[src/gpd_defines.vh]
// register map, field positions and reset values of the port 2 data / port 0 set block
`ifndef GPD_DEFINES_VH
`define GPD_DEFINES_VH

// register byte addresses
`define GPD_P2_ADDR         32'hffff0d40
`define GPD_P0SET_ADDR      32'hffff0d24

// port 2 data register field bases; a pin's bit is base plus its pin number
`define GPD_P2_DIR_BASE     24
`define GPD_P2_OUT_BASE     16
`define GPD_P2_IN_BASE      0
// port 2 pin numbers, in port order 2.0, 2.1, 2.4, 2.5, 2.6
`define GPD_P2_PIN0         0
`define GPD_P2_PIN1         1
`define GPD_P2_PIN2         4
`define GPD_P2_PIN3         5
`define GPD_P2_PIN4         6
// pin 2.4 has a direction bit but no output bit
`define GPD_P2_NO_OUT_IDX   2
// diagnostic paths: pin 2.5 for writes, pin 2.4 for readback
`define GPD_P2_HVWR_IDX     3
`define GPD_P2_HVRD_IDX     2

// port 0 set register: bits 20..16 set pins 0.4..0.0
`define GPD_P0SET_LSB       16
`define GPD_P0SET_MSB       20

// reset values
`define GPD_DIR_RST         5'h00
`define GPD_OUT_RST         5'h00
`define GPD_P0_RST          5'h00
`define GPD_RDATA_RST       32'h00000000

`endif

[src/gpd_sync.v]
// two-flop synchroniser for a vector of asynchronous pin levels
`timescale 1ns/1ns
module gpd_sync #(
    parameter WIDTH = 5
) (
    input  wire             clock,   // system clock
    input  wire             arst_n,  // async reset, active low
    input  wire [WIDTH-1:0] asyncIn, // levels from outside the clock domain
    output wire [WIDTH-1:0] syncOut  // levels after two flops
);
    genvar i;
    generate
        for (i = 0; i < WIDTH; i = i + 1) begin : g_bit
            reg stage1_reg;
            reg stage2_reg;
            // stage1 is read by stage2 only
            always @(posedge clock or negedge arst_n) begin
                if (!arst_n) begin
                    stage1_reg <= 1'b0;
                    stage2_reg <= 1'b0;
                end else begin
                    stage1_reg <= asyncIn[i];
                    stage2_reg <= stage1_reg;
                end
            end
            assign syncOut[i] = stage2_reg;
        end
    endgenerate
endmodule // gpd_sync

[src/gpd_apb_decode.v]
// apb address decode and phase strobes for the gpio register pair
`timescale 1ns/1ns
`include "gpd_defines.vh"
module gpd_apb_decode (
    input  wire        psel,      // apb select
    input  wire        penable,   // apb access phase
    input  wire        pwrite,    // apb direction
    input  wire [31:0] paddr,     // apb byte address
    output wire        setupRd,   // setup cycle of a read
    output wire        setupErr,  // setup cycle of an unmapped access
    output wire        hitP2,     // address selects port 2 data register
    output wire        wrP2,      // port 2 data write takes effect
    output wire        wrP0Set    // port 0 set write takes effect
);
    wire isP2;
    wire isP0Set;
    wire setup;
    wire access;

    assign isP2     = (paddr == `GPD_P2_ADDR);
    assign isP0Set  = (paddr == `GPD_P0SET_ADDR);
    assign setup    = psel & ~penable;
    // pready is always high in the access phase, so access means completion
    assign access   = psel & penable;
    assign setupRd  = setup & ~pwrite;
    assign setupErr = setup & ~isP2 & ~isP0Set;
    assign hitP2    = isP2;
    assign wrP2     = access & pwrite & isP2;
    assign wrP0Set  = access & pwrite & isP0Set;
endmodule // gpd_apb_decode

[src/gpd_port_regs.v]
// port 2 data register and port 0 set register behind an apb slave
//
// Operation
// 32-bit read/write port 2 data register at 0xffff0d40; upper bits reset zero.
// direction bits 30,29,28,25,24: zero makes pin input, one makes it output.
// pin 2.5 as output provides diagnostic write to high-voltage pins.
// pin 2.4 as input provides high-voltage readback chosen by config field.
// output bits 22,21,17,16 drive pins 2.6,2.5,2.1,2.0; none for 2.4.
// input bits 6,5,4,1,0 are read-only present pin levels; software writes zero.
// software writes zero to every reserved bit of both registers.
// 32-bit write-only port 0 set register at 0xffff0d24.
// ones in bits 20..16 of the set register drive port 0 pins 4..0 high.
// zeros in the set register leave the matching port 0 pin unchanged.
// a set write touches only pins whose bits are one.
// port 0 output levels for pins 0.4..0.0 are held; set ones force them high.
// an output value reaches its pin only while its direction bit selects output.
//
// Our own choice: register access over APB.
`timescale 1ns/1ns
`include "gpd_defines.vh"
module gpd_port_regs #(
    parameter P2_PINS = 5, // port 2 pins 2.0, 2.1, 2.4, 2.5, 2.6
    parameter P0_PINS = 5, // port 0 pins 0.0 .. 0.4
    parameter HV_PINS = 7, // high-voltage pins reachable by readback
    parameter HV_SELW = 3  // width of the readback select field
) (
    input  wire               clock,       // 125 MHz system clock
    input  wire               arst_n,      // async reset, active low
    // apb slave
    input  wire               psel,        // apb select
    input  wire               penable,     // apb access phase
    input  wire               pwrite,      // apb write
    input  wire [31:0]        paddr,       // apb byte address
    input  wire [31:0]        pwdata,      // apb write data
    input  wire [3:0]         pstrb,       // apb byte strobes
    output wire               pready,      // apb ready, zero wait states
    output reg  [31:0]        prdata,      // apb read data
    output reg                pslverr,     // apb error, unmapped address
    // port 2 pads
    input  wire [P2_PINS-1:0] p2PadIn,     // port 2 pad levels, asynchronous
    output wire [P2_PINS-1:0] p2PadOut,    // port 2 pad drive value
    output wire [P2_PINS-1:0] p2PadOe,     // port 2 pad drive enable
    // port 0 levels
    output wire [P0_PINS-1:0] p0Level,     // held port 0 output levels
    // high-voltage diagnostics
    output wire               hvDiagWrEn,  // diagnostic write path active
    output wire               hvDiagWrVal, // level sent on diagnostic write
    output wire               hvDiagRdEn,  // diagnostic readback path active
    input  wire [HV_SELW-1:0] hvCfgSel,    // readback select from the hv config
    input  wire [HV_PINS-1:0] hvLevelIn    // high-voltage pin levels, asynchronous
);

////////////////////////////////////////////////////////////////////////////////
// declarations

    reg  [P2_PINS-1:0] dir_reg;
    reg  [P2_PINS-1:0] dir_next;
    reg  [P2_PINS-1:0] out_reg;
    reg  [P2_PINS-1:0] out_next;
    reg  [P0_PINS-1:0] p0_reg;
    reg  [P0_PINS-1:0] p0_next;

    wire [P2_PINS-1:0] padSync;
    wire [HV_PINS-1:0] hvSync;
    wire [P2_PINS-1:0] wrDirBits;
    wire [P2_PINS-1:0] wrOutBits;
    wire [P2_PINS-1:0] inView;
    wire [31:0]        p2View;
    wire [P0_PINS-1:0] setBits;
    wire               setupRd;
    wire               setupErr;
    wire               hitP2;
    wire               wrP2;
    wire               wrP0Set;
    wire               hvSelValid;
    wire               hvPick;

////////////////////////////////////////////////////////////////////////////////
// pin numbering

    // maps the port-order index to the pin number inside port 2
    function integer pinNum;
        input integer idx;
        begin
            case (idx)
                0: pinNum = `GPD_P2_PIN0;
                1: pinNum = `GPD_P2_PIN1;
                2: pinNum = `GPD_P2_PIN2;
                3: pinNum = `GPD_P2_PIN3;
                4: pinNum = `GPD_P2_PIN4;
                default: pinNum = 0;
            endcase
        end
    endfunction

////////////////////////////////////////////////////////////////////////////////
// bus decode and synchronisers

    gpd_apb_decode u_decode (
        .psel     (psel),
        .penable  (penable),
        .pwrite   (pwrite),
        .paddr    (paddr),
        .setupRd  (setupRd),
        .setupErr (setupErr),
        .hitP2    (hitP2),
        .wrP2     (wrP2),
        .wrP0Set  (wrP0Set)
    );

    // pads come from outside the clock domain
    gpd_sync #(
        .WIDTH (P2_PINS)
    ) u_padSync (
        .clock   (clock),
        .arst_n  (arst_n),
        .asyncIn (p2PadIn),
        .syncOut (padSync)
    );

    gpd_sync #(
        .WIDTH (HV_PINS)
    ) u_hvSync (
        .clock   (clock),
        .arst_n  (arst_n),
        .asyncIn (hvLevelIn),
        .syncOut (hvSync)
    );

    // every transfer completes in its first access cycle
    assign pready = 1'b1;

////////////////////////////////////////////////////////////////////////////////
// per-pin field extraction, pad drive and readback view

    genvar k;
    generate
        for (k = 0; k < P2_PINS; k = k + 1) begin : g_pin
            // direction byte sits in lane 3, outputs in lane 2
            assign wrDirBits[k] = pwdata[`GPD_P2_DIR_BASE + pinNum(k)];
            if (k == `GPD_P2_NO_OUT_IDX) begin : g_noOut
                // no output bit: an output-configured 2.4 drives low
                assign wrOutBits[k] = 1'b0;
            end else begin : g_out
                assign wrOutBits[k] = pwdata[`GPD_P2_OUT_BASE + pinNum(k)];
            end
            assign p2PadOe[k]  = dir_reg[k];
            // value is only driven while enabled; stored value is kept
            assign p2PadOut[k] = dir_reg[k] & out_reg[k];
            if (k == `GPD_P2_HVRD_IDX) begin : g_hvRd
                assign inView[k] = hvPick ? hvSync[hvCfgSel - 1'b1] : padSync[k];
            end else begin : g_in
                assign inView[k] = padSync[k];
            end
        end
    endgenerate

    // assemble the port 2 read image; reserved bits read as zero
    assign p2View = {1'b0,
                     dir_reg[4], dir_reg[3], dir_reg[2],
                     2'b00,
                     dir_reg[1], dir_reg[0],
                     1'b0,
                     out_reg[4], out_reg[3],
                     3'b000,
                     out_reg[1], out_reg[0],
                     9'h000,
                     inView[4], inView[3], inView[2],
                     2'b00,
                     inView[1], inView[0]};

////////////////////////////////////////////////////////////////////////////////
// high-voltage diagnostic paths

    // pin 2.5 as output carries the diagnostic write level
    assign hvDiagWrEn  = dir_reg[`GPD_P2_HVWR_IDX];
    assign hvDiagWrVal = dir_reg[`GPD_P2_HVWR_IDX] & out_reg[`GPD_P2_HVWR_IDX];
    // pin 2.4 as input carries readback of the selected hv pin
    assign hvDiagRdEn  = ~dir_reg[`GPD_P2_HVRD_IDX];
    // select zero means no hv pin; codes beyond the pin count fall back to the pad
    assign hvSelValid  = (hvCfgSel != {HV_SELW{1'b0}}) && (hvCfgSel <= HV_PINS);
    assign hvPick      = hvDiagRdEn & hvSelValid;

////////////////////////////////////////////////////////////////////////////////
// port 0 set bits

    // reserved bits of the set word are ignored, not checked
    assign setBits = pwdata[`GPD_P0SET_MSB:`GPD_P0SET_LSB];

////////////////////////////////////////////////////////////////////////////////
// next-state logic

    always @* begin
        dir_next = dir_reg;
        out_next = out_reg;
        p0_next  = p0_reg;
        // lane strobes gate each field; input and reserved bits are dropped
        if (wrP2) begin
            if (pstrb[3]) begin
                dir_next = wrDirBits;
            end
            if (pstrb[2]) begin
                out_next = wrOutBits;
            end
        end
        if (wrP0Set && pstrb[2]) begin
            // or-in only: zeros leave pins, so no read-modify-write is needed
            p0_next = p0_reg | setBits;
        end
    end

////////////////////////////////////////////////////////////////////////////////
// state registers

    always @(posedge clock or negedge arst_n) begin
        if (!arst_n) begin
            dir_reg <= `GPD_DIR_RST;
            out_reg <= `GPD_OUT_RST;
            p0_reg  <= `GPD_P0_RST;
        end else begin
            dir_reg <= dir_next;
            out_reg <= out_next;
            p0_reg  <= p0_next;
        end
    end

    assign p0Level = p0_reg;

////////////////////////////////////////////////////////////////////////////////
// read data and error response

    // read data is captured in the setup cycle so it comes from a flop;
    // pin levels are therefore those of the setup edge, two flops behind the pads
    always @(posedge clock or negedge arst_n) begin
        if (!arst_n) begin
            prdata  <= `GPD_RDATA_RST;
            pslverr <= 1'b0;
        end else if (psel && !penable) begin
            pslverr <= setupErr;
            if (setupRd && hitP2) begin
                prdata <= p2View;
            end else begin
                // the set register is write-only and reads as zero
                prdata <= `GPD_RDATA_RST;
            end
        end
    end

endmodule // gpd_port_regs

[config.mk]
export PLATFORM = sky130hd
export DESIGN_NAME = gpd_port_regs
export DESIGN_NICKNAME = d
export VERILOG_FILES = /design/src/gpd_sync.v /design/src/gpd_apb_decode.v /design/src/gpd_port_regs.v
export VERILOG_INCLUDE_DIRS = /design/src
export SDC_FILE = /design/constraint.sdc
export NUM_CORES = 1
export LEC_CHECK = 0
export BUFFER_PORTS_ARGS = -buffer_cell sky130_fd_sc_hd__buf_4
export CORE_ASPECT_RATIO = 0.9
export CORE_MARGIN = 2
export CORE_UTILIZATION = 42
export DETAILED_ROUTE_END_ITERATION = 16
export PLACE_DENSITY_LB_ADDON = 0.1
export SYNTH_ARGS = -nofsm -noshare
export SYNTH_HDL_FRONTEND = slang
export SYNTH_HIERARCHICAL = 1
export SYNTH_SLANG_ARGS = --single-unit
export TNS_END_PERCENT = 30
[constraint.sdc]
create_clock -name clock -period 1.3 [get_ports clock]
set_input_delay 0.065 -clock clock [delete_from_list [all_inputs] [get_ports clock]]
set_output_delay 0.065 -clock clock [all_outputs]
set_load 0.03 [all_outputs]
==> key figures <==
CTS
  – CTS H-tree lvls: 2
  – Setup Buffers After CTS: 0
  – Worst-Skew Late Latency: 310 ps
  – Clock buffer depth: 2
  – Num CTS Buffers: 5
  – Root Driver: clkbuf_8
  – CTS Sinks: 53
  – TritonCTS clock tree: built
  – Reg clk slew, reported paths: 90 ps

Route
  – TritonRoute pass-1 iters: 3
  – Routed via count: 1600
  – DR WL/cell: 13.8 um
  – Final ANT Viol Nets: 0
  – Drt drc: 0
  – Vias/cell: 4.60
  – DR iter-0 viols: 66
  – Total wire length: 4.82 mm

Placed design
  – Cell count after placement: 316
  – PortBufs: 97
  – Place WS: -360 ps
  – DP HPWL: 3.46 mm
  – Placer Congestion: 0.806

STA
  – Final hold slack: 14.1 ps
  – Hold Vio Cnt, Final: 0
  – Minimum clock period: 1330 ps
  – Highest Clock Rate: 0.751 GHz
  – Unrepaired setup endpoints after global routing: yes
  – Slew margin rel.: 57.0%
  – Final Skew: 12.1 ps
  – Count of pins over their slew limit: 0
  – Final Cycle Share: 102%
  – Worst slew pin tran: 645 ps
  – Final setup vio count: 13
  – Worst setup margin: -32.1 ps

Finish
  – Area growth from synthesis to final layout: 50.6%
  – FILL cells: 366
  – Sequential Area: 0.00133 mm2
  – Max reg flops: 14
  – N_diodes: 0
  – Leading cell type in the layout, fill and taps excluded: buf_4
  – Multi-input gate area: 726 um2
  – Most frequent cells in the layout: 99 x buf_4, 53 x dfrtp_1, 24 x dlygate4sd3_1
  – Nets@finish: 373
  – Final Non-Filler Cells: 348
  – Share of layout cells above drive strength 1: 49.1%

Synth
  – Post-synth EDFFs: 0
  – Seq/Total Area, Yosys: 60.2%
  – Mapped Avg Cell Area: 13.2 um2
  – Mapped cell area: 0.00220 mm2
  – Ys flop type: dfrtp_1
  – Count of cell types in the netlist: 33
  – #FFs+latches synth: 53
  – Async set-reset flop share out of synthesis: 100%
  – Yosys warns: 6
  – Mapped Cells: 167

Power
  – Worst vdd ir: 0.000604 V
  – Pwr Density: 971 mW/mm2
  – Design Power: 3220 uW
  – Pleak: 0.00171 uW

Setup path
  – WP data arrival: 1520 ps
  – Critical Path Start: paddr[12]
  – Slowest CP cell: nor4_4
  – Max Fanout on Critical Path: 5
  – Worst r2r src: u_hvSync/g_bit[4].stage2_reg
  – Worst EP required: 1490 ps
  – CP Launch Type: primary input
  – Crit path kind: in -> reg
  – Buffers & Inverters on Critical Path: 1
  – CP Cell Sequence: buf_4 > nor4b_4 > nand4_1 > nor4_4 > nand2_2 > mux2_2
  – Max incr delay on CP: 370 ps
  – CP endpoint kind: flip-flop
  – Crit path max-delay family: simple AND/OR/NAND/NOR gates

Die
  – Die H: 72.7 um
  – # rows: 24
  – Die area: 0.00584 mm2
  – Num ports: 140
  – Die Span X: 80.3 um
  – Initial Util: 44.4%
  – Core area: 0.00495 mm2

Hold path
  – Min-Delay Path Class: in -> reg
  – Worst hold start: pwdata[17]

Global routing
  – Largest net degree at the start of global routing: 54
  – Initial antenna violation count: 0
  – Vias in the first global route: 1662
  – First-pass GRT wire length: 7.65 mm
  – Total GRT Usage: 17.3%
  – Gr ovfl total: 0

Status
  – Status: finished, violations left
  – Failing checks: setup timing

Flow run
  – Max cap viols: 0
## path summary, 6_finish.rpt
kind | endpoint | slack [ps] | cells past startpoint
min in group asynchronous | pslverr | 340 | 2
min | p0Level[1] | 10 | 2
max | p2PadOe[3] | -30 | 6
min reg2reg | u_hvSync/g_bit[0].stage2_reg | 360 | 0
max in group asynchronous | prdata[17] | 510 | 2
max reg2reg | prdata[4] | 90 | 4
## stage by stage
step | instance area [um2] | TNS, ps | util [%]
floorplan | 2310 | -2990 | -
global placement | 2900 | -8760 | 58.5
detailed placement | 2900 | -8750 | 58.5
CTS | 3240 | 0 | 65.5
global route | 3320 | -1420 | 66.9
finish | 3320 | -241 | 66.9
## cell families after synthesis
| logic type | after synthesis | share of synthesized area (%) |
|---|---|---|
| AO/OA/AOI/OAI | 22 | 8.47 |
| XOR/XNOR | 1 | 0.398 |
| adder cells (fa/ha/maj) | 2 | 1.14 |
| buffers and inverters | 42 | 13.0 |
| flip-flops | 53 | 60.2 |
| multiplexers | 14 | 7.50 |
| other | 2 | 0.341 |
| AND/OR/NAND/NOR | 31 | 8.92 |
## synthesized netlist by cell type (2+ instances only)
library cell | count | area share, %
nor2_1 | 3 | 0.51
nand3_1 | 2 | 0.45
conb_1 | 2 | 0.34
nand4_1 | 2 | 0.57
and2_1 | 5 | 1.4
inv_1 | 5 | 0.85
nor4_1 | 2 | 0.57
buf_4 | 34 | 12
clkbuf_1 | 2 | 0.34
a22o_1 | 13 | 5.2
nand2_1 | 6 | 1.0
mux2i_1 | 3 | 1.4
a31o_2 | 5 | 2.0
nor4b_1 | 2 | 0.80
ha_1 | 2 | 1.1
dfrtp_1 | 53 | 60
mux2_2 | 10 | 5.1
## final cells by class
cell class | instances | area share, %
repair buffers | 128 | 31.9
multi-input cells | 90 | 21.9
flip-flops and latches | 53 | 40.0
clock inverters | 2 | 1.17
inverters | 5 | 0.566
well taps | 65 | 2.45
clock buffers | 5 | 2.07
## layer usage
| layer | global-route usage, % | vias up | wire, um |
|---|---|---|---|
| met3 | 4.21 | 4 | 323 |
| met1 | 22.1 | 757 | 2000 |
| li1 | - | 753 | - |
| met2 | 28.4 | 86 | 2440 |
| met5 | 0 | - | 0 |
| met4 | 6.78 | 0 | 52 |
## power by group
part / switching, uW / leakage, uW / internal, uW
sequential: 11.6 / 0.000684 / 1690
clock: 516 / 0.0000546 / 570
combinational: 208 / 0.000970 / 228
## repair_timing
action / CTS / global route
cloned: 0 / 1
gates resized for setup: 2 / 8
pin swaps: 0 / 7
hold buffers: 23 / 1
setup endpoints to repair: 12 / 23
hold endpoints to repair: 76 / 1
## worst reg2reg max path, cell delays in order (launching register included)
cell     delay [ps]
dfrtp_1         340
mux2i_1          80
mux4_2          460
and2_4          150
o21ai_2         110
(Power assumes the default switching activity.)
